<file path="config.mk">
export PLATFORM = sky130hd
export DESIGN_NAME = sadc_ctrl
export DESIGN_NICKNAME = d
export VERILOG_FILES = /design/src/sadc_pkg.sv /design/src/sadc_ctrl.sv /design/src/sadc_sar_core.sv
export VERILOG_INCLUDE_DIRS = /design/src
export SDC_FILE = /design/constraint.sdc
export NUM_CORES = 1
export LEC_CHECK = 0
export BUFFER_PORTS_ARGS = -buffer_cell sky130_fd_sc_hd__buf_2
export CAP_MARGIN = 20
export CORE_MARGIN = 5
export CORE_UTILIZATION = 50
export CTS_BUF_LIST = sky130_fd_sc_hd__clkbuf_2 sky130_fd_sc_hd__clkbuf_4 sky130_fd_sc_hd__clkbuf_8
export DETAILED_ROUTE_END_ITERATION = 10
export PLACE_DENSITY = 0.79
export SLEW_MARGIN = 15
export SYNTH_ARGS = -nofsm -noshare
export SYNTH_HDL_FRONTEND = slang
export SYNTH_SLANG_ARGS = --single-unit
</file>
<file path="constraint.sdc">
create_clock -name clk_i -period 7.7 [get_ports clk_i]
set_clock_uncertainty 0.1 [all_clocks]
set_input_delay 1.925 -clock clk_i [delete_from_list [all_inputs] [get_ports clk_i]]
set_output_delay 1.925 -clock clk_i [all_outputs]
set_load 0.01 [all_outputs]
</file>
<file path="src/sadc_consts.svh">
`ifndef SADC_CONSTS_SVH
`define SADC_CONSTS_SVH

// ----------------------------------------------------------------
// Register addresses
// ----------------------------------------------------------------
`define SADC_ADDR_RES_LO     16'hFF08
`define SADC_ADDR_RES_HI     16'hFF09
`define SADC_ADDR_RES_BYTE   16'hFF0A
`define SADC_ADDR_MODE       16'hFF28
`define SADC_ADDR_CHAN       16'hFF29

// ----------------------------------------------------------------
// Reset values and write masks
// ----------------------------------------------------------------
`define SADC_MODE_RESET      8'h00
`define SADC_CHAN_RESET      2'h0
`define SADC_RES_RESET       10'h000
`define SADC_MODE_WMASK      8'hBF
`define SADC_CHAN_WMASK      8'h03
`define SADC_RES_PAD         6'h00

// ----------------------------------------------------------------
// Conversion timing
// ----------------------------------------------------------------
`define SADC_RES_BITS        10
`define SADC_SAMPLE_CLKS     12
`define SADC_CONV_CLKS       22
`define SADC_LV_NORMAL       2'h1
`define SADC_SPEED_MAX       3'h5
`define SADC_DIV_0           4'hC
`define SADC_DIV_1           4'h8
`define SADC_DIV_2           4'h6
`define SADC_DIV_3           4'h4
`define SADC_DIV_4           4'h3
`define SADC_DIV_5           4'h2
`define SADC_CLK_PERIOD_NS   25
`define SADC_COMP_SETTLE_NS  1000

`endif

</file>
<file path="src/sadc_pkg.sv">
package sadc_pkg;

	// Mode register layout, bit 7 down to bit 0.
	typedef struct packed {
		logic       run_bit;
		logic       zero6;
		logic [2:0] speed_sel;
		logic [1:0] low_voltage_sel;
		logic       comparator_enable;
	} sadc_mode_t;

	// Signals toward the sample-hold, ladder tap selector and comparator.
	typedef struct packed {
		logic       comp_power;
		logic       sample;
		logic [9:0] tap;
		logic [1:0] channel;
	} sadc_analog_t;

	typedef enum logic [2:0] {
		ST_IDLE   = 3'b001,
		ST_SAMPLE = 3'b010,
		ST_TRIAL  = 3'b100
	} sadc_state_t;

endpackage

</file>
<file path="src/sadc_ctrl.sv">
// What this block does
// - Mode bit 7 stops conversion at 0 and enables it at 1.
// - Run and comparator enable both 0: comparator unpowered, no conversion.
// - Comparator enable 1, run 0: only the comparator is powered, waiting.
// - Run without comparator enable still converts; first result flagged for discard.
// - Comparator needs 1 us to settle; earlier conversions are unreliable.
// - Speed codes 0 to 5 give 264..44 clocks, divider 12,8,6,4,3,2.
// - Mode register write inserts a bus wait cycle.
// - Mode and channel registers take single-bit and byte writes.
// - Wide result holds 10 bits left-justified; low 6 bits read zero.
// - Result bits 9..2 at high byte, bits 1..0 at low byte bits 7..6.
// - Every conversion end copies the approximation into both result registers.
// - Byte result presents the top eight result bits, byte read.
// - Reading the wide result inserts a bus wait cycle.
// - Channel field bits 1..0 select analog input 0 to 3.
// - Channel register write inserts a bus wait cycle.
// - Conversions repeat while run stays 1; clearing run stops them.
// - Each finished conversion raises the conversion-complete interrupt request.
// - Approximation resolves bit 9 to 0, keeping a bit when input meets tap.
`include "sadc_consts.svh"
module sadc_ctrl import sadc_pkg::*; #(
	parameter int CLK_PERIOD_NS = `SADC_CLK_PERIOD_NS
) (
	input  wire logic         clk_i,
	input  wire logic         reset_i,
	input  wire logic [15:0]  addr_i,
	input  wire logic [7:0]   wdata_i,
	input  wire logic         wr_i,
	input  wire logic         bit_wr_i,
	input  wire logic [2:0]   bit_sel_i,
	input  wire logic         bit_val_i,
	input  wire logic         rd_i,
	input  wire logic         rd16_i,
	input  wire logic         comp_hi_i,
	output logic [15:0]       rdata_o,
	output logic              wait_o,
	output sadc_analog_t      analog_o,
	output logic              conv_done_irq_o,
	output logic              discard_o
);
	// ----------------------------------------------------------------
	// Constants
	// ----------------------------------------------------------------
	localparam int SETTLE_INT =
		(`SADC_COMP_SETTLE_NS + CLK_PERIOD_NS - 1) / CLK_PERIOD_NS;
	localparam logic [6:0] SETTLE_CYC = 7'(SETTLE_INT);
	localparam logic [8:0] CONV_CLKS  = 9'(`SADC_CONV_CLKS);

	// ----------------------------------------------------------------
	// State
	// ----------------------------------------------------------------
	sadc_mode_t   mode_r;
	logic [1:0]   chan_r;
	logic [9:0]   res_r;
	logic [6:0]   settle_cnt_r;
	logic [3:0]   div_cnt_r;
	logic         bad_r;
	logic [15:0]  rdata_r;
	logic         wait_r;
	logic         irq_r;
	logic         discard_r;
	sadc_analog_t analog_r;
	logic [8:0]   gap_r;
	logic         gap_ok_r;

	logic         speed_ok;
	logic         run_ok;
	logic         stable;
	logic [3:0]   div;
	logic         conv_ce;
	logic         wr_any;
	logic         core_busy;
	logic         core_sample;
	logic         core_start;
	logic         core_done;
	logic [9:0]   core_tap;
	logic [9:0]   core_result;

	// ----------------------------------------------------------------
	// Write merge
	// ----------------------------------------------------------------
	// A single-bit write touches one bit and keeps the rest.
	function automatic logic [7:0] merge(input logic [7:0] old, input logic [7:0] mask);
		logic [7:0] val;
		val = old;
		if (bit_wr_i) begin
			val[bit_sel_i] = bit_val_i;
		end else begin
			val = wdata_i;
		end
		return val & mask;
	endfunction

	assign wr_any = wr_i | bit_wr_i;

	always_ff @(posedge clk_i) begin
		if (reset_i) begin
			mode_r <= sadc_mode_t'(`SADC_MODE_RESET);
		end else if (wr_any && addr_i == `SADC_ADDR_MODE) begin
			mode_r <= sadc_mode_t'(merge(mode_r, `SADC_MODE_WMASK));
		end
	end

	always_ff @(posedge clk_i) begin
		if (reset_i) begin
			chan_r <= `SADC_CHAN_RESET;
		end else if (wr_any && addr_i == `SADC_ADDR_CHAN) begin
			chan_r <= 2'(merge({6'h00, chan_r}, `SADC_CHAN_WMASK));
		end
	end

	// ----------------------------------------------------------------
	// Speed selection and conversion clock divider
	// ----------------------------------------------------------------
	// Prohibited speed codes hold the converter idle rather than guess a rate.
	assign speed_ok = (mode_r.low_voltage_sel == `SADC_LV_NORMAL)
		&& (mode_r.speed_sel <= `SADC_SPEED_MAX);
	assign run_ok = mode_r.run_bit & speed_ok;

	always_comb begin
		case (mode_r.speed_sel)
			3'h0: div = `SADC_DIV_0;
			3'h1: div = `SADC_DIV_1;
			3'h2: div = `SADC_DIV_2;
			3'h3: div = `SADC_DIV_3;
			3'h4: div = `SADC_DIV_4;
			3'h5: div = `SADC_DIV_5;
			default: div = `SADC_DIV_0;
		endcase
	end

	assign conv_ce = run_ok && (div_cnt_r == div - 4'h1);

	always_ff @(posedge clk_i) begin
		if (reset_i || !run_ok) begin
			div_cnt_r <= 4'h0;
		end else if (conv_ce) begin
			div_cnt_r <= 4'h0;
		end else begin
			div_cnt_r <= div_cnt_r + 4'h1;
		end
	end

	// ----------------------------------------------------------------
	// Comparator settling
	// ----------------------------------------------------------------
	// The comparator is powered whenever either bit asks for it.
	always_ff @(posedge clk_i) begin
		if (reset_i || !(mode_r.run_bit || mode_r.comparator_enable)) begin
			settle_cnt_r <= 7'h00;
		end else if (settle_cnt_r != SETTLE_CYC) begin
			settle_cnt_r <= settle_cnt_r + 7'h01;
		end
	end

	assign stable = (settle_cnt_r == SETTLE_CYC);

	// A conversion begun before the comparator settled is marked bad.
	always_ff @(posedge clk_i) begin
		if (reset_i) begin
			bad_r <= 1'b0;
		end else if (core_start) begin
			bad_r <= !stable;
		end
	end

	// ----------------------------------------------------------------
	// Approximation sequencer
	// ----------------------------------------------------------------
	sadc_sar_core #(
		.RES_BITS (`SADC_RES_BITS)
	) u_core (
		.clk_i     (clk_i),
		.reset_i   (reset_i),
		.go_i      (run_ok),
		.ce_i      (conv_ce),
		.comp_hi_i (comp_hi_i),
		.busy_o    (core_busy),
		.sample_o  (core_sample),
		.start_o   (core_start),
		.done_o    (core_done),
		.tap_o     (core_tap),
		.result_o  (core_result)
	);

	// ----------------------------------------------------------------
	// Results and completion
	// ----------------------------------------------------------------
	always_ff @(posedge clk_i) begin
		if (reset_i) begin
			res_r     <= `SADC_RES_RESET;
			irq_r     <= 1'b0;
			discard_r <= 1'b0;
		end else begin
			irq_r <= core_done;
			if (core_done) begin
				res_r     <= core_result;
				discard_r <= bad_r;
			end
		end
	end

	always_ff @(posedge clk_i) begin
		if (reset_i) begin
			analog_r <= '0;
		end else begin
			analog_r.comp_power <= mode_r.run_bit | mode_r.comparator_enable;
			analog_r.sample     <= core_sample;
			analog_r.tap        <= core_tap;
			analog_r.channel    <= chan_r;
		end
	end

	// ----------------------------------------------------------------
	// Register reads and bus wait
	// ----------------------------------------------------------------
	always_ff @(posedge clk_i) begin
		if (reset_i) begin
			rdata_r <= 16'h0000;
		end else if (rd16_i && addr_i == `SADC_ADDR_RES_LO) begin
			rdata_r <= {res_r, `SADC_RES_PAD};
		end else if (rd_i) begin
			case (addr_i)
				`SADC_ADDR_RES_LO:   rdata_r <= {8'h00, res_r[1:0], `SADC_RES_PAD};
				`SADC_ADDR_RES_HI:   rdata_r <= {8'h00, res_r[9:2]};
				`SADC_ADDR_RES_BYTE: rdata_r <= {8'h00, res_r[9:2]};
				`SADC_ADDR_MODE:     rdata_r <= {8'h00, mode_r};
				`SADC_ADDR_CHAN:     rdata_r <= {14'h0, chan_r};
				default:             rdata_r <= 16'h0000;
			endcase
		end
	end

	always_ff @(posedge clk_i) begin
		if (reset_i) begin
			wait_r <= 1'b0;
		end else begin
			wait_r <= (wr_any && addr_i == `SADC_ADDR_MODE)
				|| (wr_any && addr_i == `SADC_ADDR_CHAN)
				|| ((rd16_i || rd_i) && addr_i == `SADC_ADDR_RES_LO)
				|| (rd_i && addr_i == `SADC_ADDR_RES_HI);
		end
	end

	assign rdata_o         = rdata_r;
	assign wait_o          = wait_r;
	assign analog_o        = analog_r;
	assign conv_done_irq_o = irq_r;
	assign discard_o       = discard_r;

	// ----------------------------------------------------------------
	// Checks
	// ----------------------------------------------------------------
	always_ff @(posedge clk_i) begin
		if (reset_i || !run_ok) begin
			gap_r    <= 9'h000;
			gap_ok_r <= 1'b0;
		end else if (core_done) begin
			gap_r    <= 9'h001;
			gap_ok_r <= 1'b1;
		end else begin
			gap_r <= gap_r + 9'h001;
		end
	end

	AST_RUN_OFF_STOPS:
	assert property (@(posedge clk_i) disable iff (reset_i)
		!mode_r.run_bit |=> !core_busy)
		else $error("converter busy after run bit cleared");

	AST_IDLE_UNPOWERED:
	assert property (@(posedge clk_i) disable iff (reset_i)
		(!mode_r.run_bit && !mode_r.comparator_enable)[*2] |-> !analog_o.comp_power && !core_busy)
		else $error("comparator powered or busy while idle");

	AST_WAITING_MODE:
	assert property (@(posedge clk_i) disable iff (reset_i)
		(mode_r.comparator_enable && !mode_r.run_bit)[*2] |-> analog_o.comp_power && !core_busy)
		else $error("waiting mode not held");

	AST_EARLY_START_BAD:
	assert property (@(posedge clk_i) disable iff (reset_i)
		(core_start && settle_cnt_r < SETTLE_CYC) |=> bad_r)
		else $error("early conversion not marked");

	AST_DISCARD_FLAG:
	assert property (@(posedge clk_i) disable iff (reset_i)
		(core_done && bad_r) |=> discard_o && conv_done_irq_o)
		else $error("bad first result not flagged");

	AST_CONV_LENGTH:
	assert property (@(posedge clk_i) disable iff (reset_i)
		(core_done && gap_ok_r) |-> gap_r == CONV_CLKS * {5'h00, div})
		else $error("conversion length wrong");

	AST_RESULT_COPY:
	assert property (@(posedge clk_i) disable iff (reset_i)
		core_done |=> res_r == $past(core_result))
		else $error("result not copied at conversion end");

	AST_IRQ_PULSE:
	assert property (@(posedge clk_i) disable iff (reset_i)
		(core_done && !$past(core_done)) |=> conv_done_irq_o ##1 !conv_done_irq_o)
		else $error("completion request not a single pulse");

	AST_WIDE_READ:
	assert property (@(posedge clk_i) disable iff (reset_i)
		(rd16_i && addr_i == `SADC_ADDR_RES_LO) |=>
		rdata_o[5:0] == 6'h00 && rdata_o[15:6] == $past(res_r) && wait_o)
		else $error("wide result read wrong");

	AST_BYTE_READ:
	assert property (@(posedge clk_i) disable iff (reset_i)
		(rd_i && !rd16_i && addr_i == `SADC_ADDR_RES_BYTE) |=>
		rdata_o == {8'h00, $past(res_r[9:2])})
		else $error("byte result read wrong");

	AST_MODE_WAIT:
	assert property (@(posedge clk_i) disable iff (reset_i)
		(wr_any && addr_i == `SADC_ADDR_MODE) |=> wait_o
		##1 (!wait_o || $past(wr_any || rd_i || rd16_i)))
		else $error("mode write gave no wait");

	AST_BIT6_ZERO:
	assert property (@(posedge clk_i) disable iff (reset_i)
		(wr_any && addr_i == `SADC_ADDR_MODE) |=> !mode_r.zero6)
		else $error("mode bit 6 set");

	AST_CHANNEL_OUT:
	assert property (@(posedge clk_i) disable iff (reset_i)
		(wr_i && !bit_wr_i && addr_i == `SADC_ADDR_CHAN) |=> ##1 analog_o.channel == $past(wdata_i[1:0], 2))
		else $error("channel select not applied");

endmodule

</file>
<file path="src/sadc_sar_core.sv">
`include "sadc_consts.svh"
module sadc_sar_core import sadc_pkg::*; #(
	parameter int RES_BITS = `SADC_RES_BITS
) (
	input  wire logic                clk_i,
	input  wire logic                reset_i,
	input  wire logic                go_i,
	input  wire logic                ce_i,
	input  wire logic                comp_hi_i,
	output logic                     busy_o,
	output logic                     sample_o,
	output logic                     start_o,
	output logic                     done_o,
	output logic [RES_BITS-1:0]      tap_o,
	output logic [RES_BITS-1:0]      result_o
);
	localparam logic [3:0] LAST_SAMPLE = 4'(`SADC_SAMPLE_CLKS - 1);
	localparam logic [3:0] TOP_BIT     = 4'(RES_BITS - 1);

	sadc_state_t         state_r;
	logic [3:0]          cnt_r;
	logic [RES_BITS-1:0] sar_r;
	logic [RES_BITS-1:0] kept;
	logic [RES_BITS-1:0] trial_nxt;

	// ----------------------------------------------------------------
	// Trial bit decision
	// ----------------------------------------------------------------
	for (genvar gi = 0; gi < RES_BITS; gi++) begin : g_bit
		assign kept[gi]      = (4'(gi) == cnt_r) ? comp_hi_i : sar_r[gi];
		assign trial_nxt[gi] = kept[gi] | ((cnt_r != 4'h0) && (4'(gi) == cnt_r - 4'h1));
	end

	assign busy_o   = (state_r != ST_IDLE);
	assign sample_o = (state_r == ST_SAMPLE);
	assign tap_o    = sar_r;

	// ----------------------------------------------------------------
	// Sequencer
	// ----------------------------------------------------------------
	// Dropping go aborts at once; a half-resolved value is never transferred.
	always_ff @(posedge clk_i) begin
		start_o <= 1'b0;
		done_o  <= 1'b0;
		if (reset_i || !go_i) begin
			state_r <= ST_IDLE;
			cnt_r   <= 4'h0;
			sar_r   <= '0;
		end else begin
			case (state_r)
				ST_IDLE: begin
					state_r <= ST_SAMPLE;
					cnt_r   <= 4'h0;
					sar_r   <= '0;
					start_o <= 1'b1;
				end
				ST_SAMPLE: begin
					if (ce_i && cnt_r == LAST_SAMPLE) begin
						state_r <= ST_TRIAL;
						cnt_r   <= TOP_BIT;
						sar_r   <= {1'b1, {(RES_BITS-1){1'b0}}};
					end else if (ce_i) begin
						cnt_r <= cnt_r + 4'h1;
					end
				end
				ST_TRIAL: begin
					if (ce_i && cnt_r == 4'h0) begin
						done_o  <= 1'b1;
						state_r <= ST_SAMPLE;
						cnt_r   <= 4'h0;
						sar_r   <= '0;
						start_o <= 1'b1;
					end else if (ce_i) begin
						sar_r <= trial_nxt;
						cnt_r <= cnt_r - 4'h1;
					end
				end
				default: begin
					state_r <= ST_IDLE;
				end
			endcase
		end
	end

	always_ff @(posedge clk_i) begin
		if (reset_i) begin
			result_o <= '0;
		end else if (state_r == ST_TRIAL && ce_i && cnt_r == 4'h0 && go_i) begin
			result_o <= kept;
		end
	end

	AST_FIRST_TRIAL_MSB:
	assert property (@(posedge clk_i) disable iff (reset_i)
		(go_i && state_r == ST_SAMPLE && ce_i && cnt_r == LAST_SAMPLE)
		|=> (state_r == ST_TRIAL && sar_r == {1'b1, {(RES_BITS-1){1'b0}}}))
		else $error("first trial does not set the top bit");

endmodule

</file>
---- Yosys cells after proc, flatten, opt, wreduce, memory -nomap -nowiden ----
Index checks and enable logic that the tools add are counted.
Widths: inputs -> output; s select.
operators by class
  add/sub/neg operators ................... 5
  multipliers ............................. 0
  divide/modulo/power cells ............... 0
  $lt $le $gt $ge ......................... 3
  equal/unequal tests ..................... 40
  shifts and indexed selects .............. 0
  muxes and demuxes ....................... 34
  bitwise logic cells ..................... 14
  reduce and logical (&&, ||, !) cells .... 45
operator list
  operator              count
  $eq 16x16->1 const B  5
  $eq 3x4->1 const A    8
  $mux 16               2
  $pmux 8 s4            1
  $mux 10               3
  $pmux 10 s3           1
  $logic_and 1x1->1     23
  $pmux 4 s5            1
  $bwmux 8              2
  $eq 2x4->1 const A    4
  $eq 4x4->1 const A    4
  $mux 4                4
  $mux 1                12
  $or 1x1->1            12
  $pmux 4 s3            1
  $eq 3x2->1 const B    3
  $eq 3x3->1 const B    3
  $pmux 3 s3            1
  $add 4x1->4 const B   2
  $eq 1x4->1 const A    2
  $logic_not 4->1       2
  $mux 8                1
  $reduce_or 2->1       4
  $sub 4x1->4 const B   2
  other kinds (25)      38
word-level totals
  register bits ........................... 93
  bits in latches ......................... 0
  memory bits (writable) .................. 0
  ROM bits ................................ 0
  input port bits ......................... 35
  output and inout port bits .............. 33
  word-level logic and storage cells ...... 165
  memories kept ........................... 0

---- Longest topological paths before layout ----
Gate-level depths: netlist of the first run.
  depth after elaboration ................. 8
  mapped depth ............................ 11
  depth with buffers taken out ............ 9

---- Modules after synthesis ----
A second synthesis of the first run with hierarchy kept.
unflattened totals
  cells, all modules ...................... 520
  area, all modules ....................... 4614.4 um^2
modules (own cells, without submodules)
  module         times used  cells each  area an instance (um^2)
  sadc_ctrl      1           309         2860.2
  sadc_sar_core  1           211         1754.2

---- Least setup slack after synthesis of the first run ----
OpenSTA, ideal clock, no wires.
  path kind ............................... input-to-reg
  start point ............................. in addr_i[2]
  end point ............................... reg rdata_r[7] (netlist: rdata_o[7])
  arrival time ............................ 3.708 ns
  required time ........................... 7.468 ns
  path slack .............................. 3.761 ns
  cell stages on the path ................. 7
  buffers on the path ..................... 1
  path through ............................ or4b_1 -> nor4_2 -> nor3b_1 -> clkbuf_1 -> nor3b_1 -> a21oi_1 -> o22ai_1
between the ends
  longest elaborated chain between the ends .. 5
  elaborated cells between the ends (all ways) .. 11
  those cells by class .................... eq/ne (5); mux (3); reduce/logical (3)
ends and longest elaborated chain
  item                       line              source
  from (decl)                sadc_ctrl.sv:26   input wire logic [15:0] addr_i,
  $eq 16x16->1               sadc_ctrl.sv:223  case (addr_i)
  $reduce_or 2->1 (no line)  -
  $pmux 8 s4                 sadc_ctrl.sv:223
  $mux 16                    sadc_ctrl.sv:222  end else if (rd_i) begin
  $mux 16                    sadc_ctrl.sv:220  end else if (rd16_i && addr_i == `SADC_ADDR_RES_LO) begin
  to (signal assigned)       sadc_ctrl.sv:221  rdata_r <= {res_r, `SADC_RES_PAD};
  to (signal assigned)       sadc_ctrl.sv:224  `SADC_ADDR_RES_LO: rdata_r <= {8'h00, res_r[1:0], `SADC_RES_PAD};
  to (signal assigned)       sadc_ctrl.sv:225  `SADC_ADDR_RES_HI: rdata_r <= {8'h00, res_r[9:2]};
  to (decl)                  sadc_ctrl.sv:58   logic [15:0] rdata_r;
Several ways; a longest one is shown, not always the timed one. The select of a mux whose other input is x is not followed.
A chain may end at the register's enable or synchronous reset.

---- Final worst setup path of the first run ----
  start point ............................. in addr_i[2]
  end point ............................... reg mode_r[4] (netlist name)
between the ends
  longest elaborated chain between the ends .. 2
ends and longest elaborated chain
  item                         line              source
  $eq 16x16->1                 -
  $logic_and 1x1->1 (no line)  -
  to (signal assigned)         sadc_ctrl.sv:98   mode_r <= sadc_mode_t'(`SADC_MODE_RESET);
  to (signal assigned)         sadc_ctrl.sv:100  mode_r <= sadc_mode_t'(merge(mode_r, `SADC_MODE_WMASK));
  to (decl)                    sadc_ctrl.sv:52   sadc_mode_t mode_r;
Every way passes these cells.

==> results of run 1 <==
==> path summary, 6_finish.rpt <==
check | from | end | slack [ns] | depth (start not counted)
setup / recovery | addr_i[2] | mode_r[4]$_SDFFE_PP0P_ | 3.56 | 7
hold / removal | u_core.start_o$_SDFF_PP0_ | bad_r$_SDFFE_PP0P_ | 0.35 | 1
setup reg to reg | mode_r[5]$_SDFFE_PP0P_ | u_core.result_o[0]$_SDFFE_PP0P_ | 3.97 | 8
hold reg to reg | u_core.start_o$_SDFF_PP0_ | bad_r$_SDFFE_PP0P_ | 0.35 | 1
==> kinds of logic after synthesis <==
kind of cell / after synthesis / synth area share [%]
flip-flops: 93 / 41.5
multiplexers: 26 / 5.80
buffers and inverters: 43 / 4.04
AND/OR/NAND/NOR: 205 / 22.8
AO/OA/AOI/OAI: 120 / 19.8
XOR/XNOR: 14 / 2.73
adder cells (fa/ha/maj): 12 / 3.34
==> Yosys cell counts, types with 6 or more instances <==
cell,n
ha_1,12
nand2_1,40
a22oi_1,8
nand2b_1,6
nand3_1,28
xnor2_1,6
a21oi_1,34
clkbuf_1,24
nor3_1,8
a211oi_2,12
nor2b_1,19
nor3b_1,13
mux2i_1,26
o21ai_0,22
dfxtp_1,93
nor2_1,66
inv_1,11
a211oi_1,12
xor2_1,8
==> critical path: stages <==
cell and delay, ns:
buf_2 0.09, or4b_1 0.52, nor4_2 0.45, nand3b_1 0.28, nor3_2 0.68, a21oi_1 0.15
a211oi_1 0.23
==> state kept, by name, indices dropped and copies added, names as in the netlist, 4 cells and up <==
signal and count:
mode_r 7, u_core.cnt_r 4, settle_cnt_r 7, u_core.tap_o 10, res_r 10, div_cnt_r 4
u_core.result_o 10, analog_o 14, rdata_o 16
==> stage by stage <==
stage                     setup slack [ns]  hold WS [ns]
final                                 3.56         0.347
after global routing                  3.31         0.383
after CTS                             3.44         0.356
after detailed placement              3.06         0.344
after global placement                3.17         0.330
after floorplan                       3.76         0.314
==> routing by layer <==
| metal | GRT usage [%] | vias up | share of wire [%] | wire length, µm |
|---|---|---|---|---|
| li1 | - | 1918 | - | - |
| met1 | 24.7 | 1853 | 44 | 4590 |
| met2 | 31.0 | 135 | 48 | 5080 |
| met3 | 2.65 | 19 | 5.8 | 610 |
| met4 | 8.40 | 0 | 2.1 | 217 |
| met5 | 0 | - | 0 | 0 |
==> final cells by class <==
cell class	instances	share of cell area, %
well taps	108	2.67
clock buffers	9	2.45
multi-input cells	377	48.6
flip-flops and latches	93	36.8
clock inverters	7	1.78
repair buffers	68	6.83
inverters	11	0.817
==> cells in the final DEF (no fill, tap or decap), types with 3 or more instances in the layout <==
cell	instances
a211oi_1	12
nand2b_1	6
nand3_1	28
nand3b_1	3
nor2b_1	19
xor2_1	8
nor3b_1	12
dfxtp_1	93
ha_1	12
a22oi_1	8
clkbuf_8	9
mux2i_1	26
nand2_1	40
xnor2_1	6
o2bb2ai_1	4
a21oi_1	34
o21ai_0	22
nor3_1	8
a211oi_2	12
inv_1	11
buf_2	66
nand4_1	4
a2111oi_0	4
nor2_1	66
==> where the power goes <==
group / total, mW / switching [mW] / leakage, nW / internal, mW
logic: 0.0305 / 0.0196 / 1.05 / 0.0109
registers: 0.481 / 0.000254 / 0.749 / 0.481
clock network: 0.347 / 0.190 / 0.101 / 0.157
==> results.sh, run 1 <==
export IMPL_avgSynthCellArea_um2=8.75
export IMPL_cts_buffer_depth=2
export IMPL_ir_drop_uv=79.8
export IMPL_yosys_warnings=0
export IMPL_io_buffers=66
export IMPL_drc=0
export IMPL_ant_nets=0
export IMPL_cts_made_buffers=9
export IMPL_yosysSeqAreaShare_pct=41.5
export IMPL_cts_sinks=93
export IMPL_grt_max_degree=65
export IMPL_wl_um=10500
export IMPL_timing_final_hold_violations=0
export IMPL_place_congestion=0.911
export IMPL_postLayoutCoreUtil_pct=58.0
export IMPL_async_flop_share_pct=0
export IMPL_finalSetupViolCount=0
export IMPL_core_area_um2=8720
export IMPL_ios=68
export IMPL_die_y_um=105
export IMPL_post_cts_buffers=0
export IMPL_cts_max_level=3
export IMPL_gr_usage_all_layers_pct=18.9
export IMPL_drv_slew=0
export IMPL_status="finished clean"
export IMPL_p_leak_nw=1.90
export IMPL_num_fill_cells=744
export IMPL_netlist_top_cells_area="dfxtp_1, mux2i_1, nor2_1"
export IMPL_fin_cells=673
export IMPL_setup_worst_path_end_class="flop"
export IMPL_ys_seq_elements=93
export IMPL_hold_buffers=0
export IMPL_start_util_pct=51.5
export IMPL_clkTransAtPathRegs_ns=0.09
export IMPL_slew_headroom_pct=37.2
export IMPL_vias=3925
export IMPL_grt_pass1_vias=3709
export IMPL_finalCriticalPeriod_ns=4.14
export IMPL_setup_worst_path_class="input port to flop"
export IMPL_cp_data_arrival_time_ns=4.32
export IMPL_placementRows=34
export IMPL_yosys_area_top_type_share_pct=41.5
export IMPL_rsz0062_at_grt="no"
export IMPL_syn_num_nets=560
export IMPL_cts_tree="done"
export IMPL_drive_gt1_share_pct=19.1
export IMPL_fin_area_um2=5060
export IMPL_worstPathMaxFanout=14
export IMPL_nets=607
export IMPL_drtIter0Drc=229
export IMPL_clock_latency_ns=0.37
export IMPL_wl_per_cell_um=15.6
export IMPL_yosysTopAreaCell="dfxtp_1"
export IMPL_grt_ovfl_total=0
export IMPL_netlist_instances=513
export IMPL_antenna_found_initial=0
export IMPL_p_total_mw=0.859
export IMPL_yosysUniqueCellTypes=59
export IMPL_regArea_um2=1860
export IMPL_ys_flop_type="dfxtp_1"
export IMPL_synth_edf_count=0
export IMPL_die_area_um2=11000
export IMPL_drt_pass1_iterations=5
export IMPL_max_freq_mhz=242
export IMPL_cts_root_buf="clkbuf_8"
export IMPL_vias_per_cell=5.83
export IMPL_final_period_utilization_pct=53.7
export IMPL_tightest_slew_ns=0.941
export IMPL_grt_pass1_wl_um=17500
export IMPL_dpl_instance_area_um2=4840
export IMPL_p_per_area_nw_per_um2=170
export IMPL_diodes=0
export IMPL_required_ns=7.89
export IMPL_placed_cells=657
export IMPL_tns_ns=0
export IMPL_cts_resized=0
export IMPL_synthesis_area_um2=4490
export IMPL_place_hpwl_um=7520
export IMPL_syn_to_final_growth_pct=12.6
export IMPL_maxCapViolCount=0
export IMPL_crit_path_start_kind="input port"
export IMPL_min_path_type="flop to flop"
export IMPL_dieWidth_um=105
export IMPL_multi_input_area_um2=2460
(Power assumes the default switching activity.)
==> run 2, diff against run 1 <==
==> constraint.sdc (replaced) <==
create_clock -name clk_i -period 4.35 [get_ports clk_i]
set_clock_uncertainty 0.1 [all_clocks]
set_input_delay 1.0875 -clock clk_i [delete_from_list [all_inputs] [get_ports clk_i]]
set_output_delay 1.0875 -clock clk_i [all_outputs]
set_load 0.01 [all_outputs]
==> results.sh, run 2 (same netlist as run 1, synthesis figures left out) <==
export IMPL_ir_drop_uv=176
export IMPL_max_freq_mhz=290
export IMPL_timing_final_hold_violations=0
export IMPL_finalSetupViolCount=0
export IMPL_post_cts_buffers=0
export IMPL_grt_pass1_vias=3688
export IMPL_worstPathMaxFanout=17
export IMPL_slew_headroom_pct=34.4
export IMPL_p_int_mw=1.22
export IMPL_fin_ws_ns=0.904
export IMPL_seq_power_share_pct=54.1
export IMPL_place_congestion=0.952
export IMPL_required_ns=4.49
export IMPL_cts_sinks=93
export IMPL_placed_cells=659
export IMPL_p_leak_nw=1.92
export IMPL_clockPowerShare_pct=42.5
export IMPL_die_area_um2=11000
export IMPL_core_area_um2=8720
export IMPL_grt_ovfl_total=0
export IMPL_setup_worst_path_end_class="flop"
export IMPL_syn_to_final_growth_pct=13.3
export IMPL_hold_worst_slack_ns=0.339
export IMPL_finalCriticalPeriod_ns=3.45
export IMPL_drv_slew=0
export IMPL_io_buffers=66
export IMPL_min_path_type="flop to flop"
export IMPL_wl_um=10400
export IMPL_cts_made_buffers=9
export IMPL_drtIter0Drc=215
export IMPL_drt_pass1_iterations=6
export IMPL_dieWidth_um=105
export IMPL_start_util_pct=51.5
export IMPL_switching_share_pct=22.5
export IMPL_tns_ns=0
export IMPL_ant_nets=0
export IMPL_pre_cts_slack_ns=0.717
export IMPL_wl_per_cell_um=15.3
export IMPL_switching_power_mw=0.354
export IMPL_hold_buffers=0
export IMPL_drive_gt1_share_pct=19.4
export IMPL_cts_root_buf="clkbuf_8"
export IMPL_tightest_slew_ns=0.982
export IMPL_ios=68
export IMPL_gr_usage_all_layers_pct=18.6
export IMPL_clock_latency_ns=0.36
export IMPL_placementRows=34
export IMPL_p_per_area_nw_per_um2=310
export IMPL_p_total_mw=1.57
export IMPL_cp_data_arrival_time_ns=3.58
export IMPL_p_comb_share_pct=3.4
export IMPL_cts_tree="done"
export IMPL_largest_reg_flops=16
export IMPL_grt_max_degree=36
export IMPL_setup_worst_path_class="flop to flop"
export IMPL_cts_resized=0
export IMPL_status="finished clean"
export IMPL_mostFrequentLayoutCell="dfxtp_1"
export IMPL_vias=3894
export IMPL_crit_path_start_kind="flop"
export IMPL_place_hpwl_um=7430
export IMPL_die_y_um=105
export IMPL_diodes=0
export IMPL_vias_per_cell=5.77
export IMPL_grt_pass1_wl_um=17300
export IMPL_cts_buffer_depth=2
export IMPL_clkTransAtPathRegs_ns=0.09
export IMPL_rsz0062_at_grt="no"
export IMPL_final_cell_mix="dfxtp_1, nor2_1, buf_2, nand2_1, a21oi_1"
export IMPL_nets=609
export IMPL_fin_cells=675
export IMPL_final_period_utilization_pct=79.2
export IMPL_maxCapViolCount=0
export IMPL_drc=0
export IMPL_antenna_found_initial=0
export IMPL_cts_max_level=3
-- run 2: final timing paths --
check,from,to,slack [ns],depth (start not counted)
hold reg to reg,u_core.start_o$_SDFF_PP0_,bad_r$_SDFFE_PP0P_,0.34,1
setup / recovery,mode_r[5]$_SDFFE_PP0P_,u_core.result_o[0]$_SDFFE_PP0P_,0.90,9
setup reg to reg,mode_r[5]$_SDFFE_PP0P_,u_core.result_o[0]$_SDFFE_PP0P_,0.90,9
hold / removal,u_core.start_o$_SDFF_PP0_,bad_r$_SDFFE_PP0P_,0.34,1
-- run 2: layout make-up --
type,instances,area [µm²]
timing repair buffer,70,360
clock inverter,6,97.6
clock buffer,10,138
sequential,93,1860
inverter,11,41.3
multi-input combinational,377,2450
tap,108,135
fill,769,3630
-- run 2: per-stage QoR --
step	area, µm²	util (%)
3_5_place_dp	4850	55.6
3_3_place_gp	4850	55.6
5_1_grt	5090	58.3
4_1_cts	5090	58.3
2_1_floorplan	4490	-
6_report	5090	58.3
-- run 2: power by group through the flow --
stage	logic, mW	clock network (mW)	registers, mW
floorplan	0.0319	0	0.872
global placement	0.0519	0	0.872
detailed placement	0.0528	0	0.872
CTS	0.0531	0.678	0.852
global route	0.0596	0.718	0.852
finish	0.0535	0.669	0.852
-- run 2: critical path: stages, from the launching register on --
cell and delay (ns):
dfxtp_1 0.48, or3b_2 0.48, ha_1 0.22, xor2_1 0.20
o211ai_1 0.27, a2111oi_4 0.68, and2_1 0.32, buf_4 0.29
mux2i_1 0.21, nor2_1 0.05
-- run 2: metal layers --
metal  up-vias  GRT usage, %  share of wire (%)
met5         -             0                  0
met3        20          3.88                5.8
met2       139          30.4                 48
met4         0          7.21                1.9
li1       1928             -                  -
met1      1807          24.0                 44
==> run 3, diff against run 2 <==
--- a/config.mk
+++ b/config.mk
@@ -12,7 +12,7 @@
 export CORE_UTILIZATION = 50
 export CTS_BUF_LIST = sky130_fd_sc_hd__clkbuf_2 sky130_fd_sc_hd__clkbuf_4 sky130_fd_sc_hd__clkbuf_8
 export DETAILED_ROUTE_END_ITERATION = 10
-export PLACE_DENSITY = 0.79
+export PLACE_DENSITY = 0.82
 export SLEW_MARGIN = 15
 export SYNTH_ARGS = -nofsm -noshare
 export SYNTH_HDL_FRONTEND = slang
==> constraint.sdc (replaced) <==
create_clock -name clk_i -period 2.78 [get_ports clk_i]
set_clock_uncertainty 0.1 [all_clocks]
set_input_delay 0.695 -clock clk_i [delete_from_list [all_inputs] [get_ports clk_i]]
set_output_delay 0.695 -clock clk_i [all_outputs]
set_load 0.01 [all_outputs]
==> results.sh, run 3 (same netlist as run 1, synthesis figures left out) <==
export IMPL_largest_reg_flops=16
export IMPL_drive_gt1_share_pct=25.0
export IMPL_worstPathMaxFanout=6
export IMPL_die_y_um=105
export IMPL_cp_data_arrival_time_ns=2.89
export IMPL_cts_tree="done"
export IMPL_rsz0062_at_grt="yes"
export IMPL_grt_max_degree=40
export IMPL_wl_um=10800
export IMPL_setup_worst_path_class="flop to flop"
export IMPL_slew_headroom_pct=41.0
export IMPL_cts_made_buffers=9
export IMPL_p_per_area_nw_per_um2=444
export IMPL_place_congestion=0.928
export IMPL_syn_to_final_growth_pct=19.5
export IMPL_timing_final_hold_violations=0
export IMPL_min_path_type="flop to flop"
export IMPL_crit_path_start_kind="flop"
export IMPL_die_area_um2=11000
export IMPL_drt_pass1_iterations=5
export IMPL_dieWidth_um=105
export IMPL_placementRows=34
export IMPL_p_leak_nw=2.07
export IMPL_fin_cells=704
export IMPL_clkTransAtPathRegs_ns=0.10
export IMPL_status="finished clean"
export IMPL_drtIter0Drc=414
export IMPL_mostFrequentLayoutCell="dfxtp_1"
export IMPL_start_util_pct=51.5
export IMPL_p_total_mw=2.38
export IMPL_nets=638
export IMPL_vias=4036
export IMPL_grt_ovfl_total=0
export IMPL_finalSetupViolCount=0
export IMPL_drv_slew=0
export IMPL_final_period_utilization_pct=97.1
export IMPL_clock_latency_ns=0.37
export IMPL_wl_per_cell_um=15.4
export IMPL_vias_per_cell=5.73
export IMPL_cts_max_level=3
export IMPL_ios=68
export IMPL_gr_usage_all_layers_pct=19.1
export IMPL_grt_pass1_vias=3842
export IMPL_diodes=0
export IMPL_maxCapViolCount=0
export IMPL_setup_worst_path_end_class="flop"
export IMPL_place_hpwl_um=7880
export IMPL_tightest_slew_ns=0.878
export IMPL_postLayoutCoreUtil_pct=61.5
export IMPL_ir_drop_uv=255
export IMPL_cts_sinks=93
export IMPL_tns_ns=0
export IMPL_placed_cells=682
export IMPL_required_ns=2.97
export IMPL_io_buffers=66
export IMPL_finalCriticalPeriod_ns=2.70
export IMPL_cts_buffer_depth=2
export IMPL_fin_area_um2=5370
export IMPL_max_freq_mhz=371
export IMPL_antenna_found_initial=0
export IMPL_ant_nets=0
export IMPL_drc=0
export IMPL_hold_buffers=0
export IMPL_final_cell_mix="dfxtp_1, nor2_1, buf_2, nand2_1, a21oi_1"
export IMPL_cts_root_buf="clkbuf_8"
export IMPL_dpl_instance_area_um2=5040
export IMPL_num_fill_cells=722
export IMPL_grt_pass1_wl_um=17900
export IMPL_core_area_um2=8720
[run 3: cell count changes in the layout (fill, tap and decap cells not counted), sizes merged]
cell and delta:
buf +29, clkinv +2, bufinv -1, clkbuf -1
[run 3: layer usage]
| layer | vias up | wire [µm] | global-route usage [%] |
|---|---|---|---|
| li1 | 1975 | - | - |
| met1 | 1912 | 4820 | 25.2 |
| met2 | 122 | 5290 | 31.8 |
| met3 | 27 | 496 | 2.90 |
| met4 | 0 | 228 | 7.03 |
| met5 | - | 0 | 0 |
[run 3: critical path, cell delays in order, from the launching register on]
cell	delay (ns)
dfxtp_4	0.37
or3b_4	0.38
ha_4	0.17
xor2_2	0.17
o211ai_1	0.21
buf_4	0.21
a2111oi_4	0.44
buf_4	0.19
a211o_4	0.15
nand3_1	0.09
a21oi_1	0.14
[run 3: path summary, 6_finish.rpt]
check                             from                           end  slack (ns)  cells past startpoint
max             mode_r[5]$_SDFFE_PP0P_  u_core.tap_o[5]$_SDFFE_PP0P_        0.08                     10
max reg2reg     mode_r[5]$_SDFFE_PP0P_  u_core.tap_o[5]$_SDFFE_PP0P_        0.08                     10
min          u_core.start_o$_SDFF_PP0_            bad_r$_SDFFE_PP0P_        0.34                      1
min reg2reg  u_core.start_o$_SDFF_PP0_            bad_r$_SDFFE_PP0P_        0.34                      1
[run 3: power by group]
group          total (mW)  switching [mW]  internal, mW
Sequential           1.33        0.000615          1.33
Clock               0.966           0.527         0.438
Combinational      0.0841          0.0541        0.0300
Total                2.38           0.582          1.80
[run 3: repair_timing]
item	4_1_cts	5_1_grt
pin swaps	1	9
gates cloned	0	0
buffers inserted	2	4
endpoints found under the setup margin	6	26
resized for setup	1	13
endpoints found under the hold margin	0	0
[run 3: area by class of cell]
type	instances	area, µm²	share of cell area [%]
Timing Repair Buffer	99	578	10.8
Clock inverter	7	87.6	1.63
Sequential cell	93	1870	34.8
Clock buffer	9	124	2.31
Multi-Input combinational cell	377	2530	47.2
Inverter	11	41.3	0.769
Tap cell	108	135	2.52
[run 3: metrics by stage]
step	hold slack, ns	worst slack (ns)
CTS	0.347	0.0195
detailed placement	0.335	-0.149
global route	0.373	-0.0413
finish	0.342	0.0816
global placement	0.326	-0.0240
floorplan	0.314	0.0292
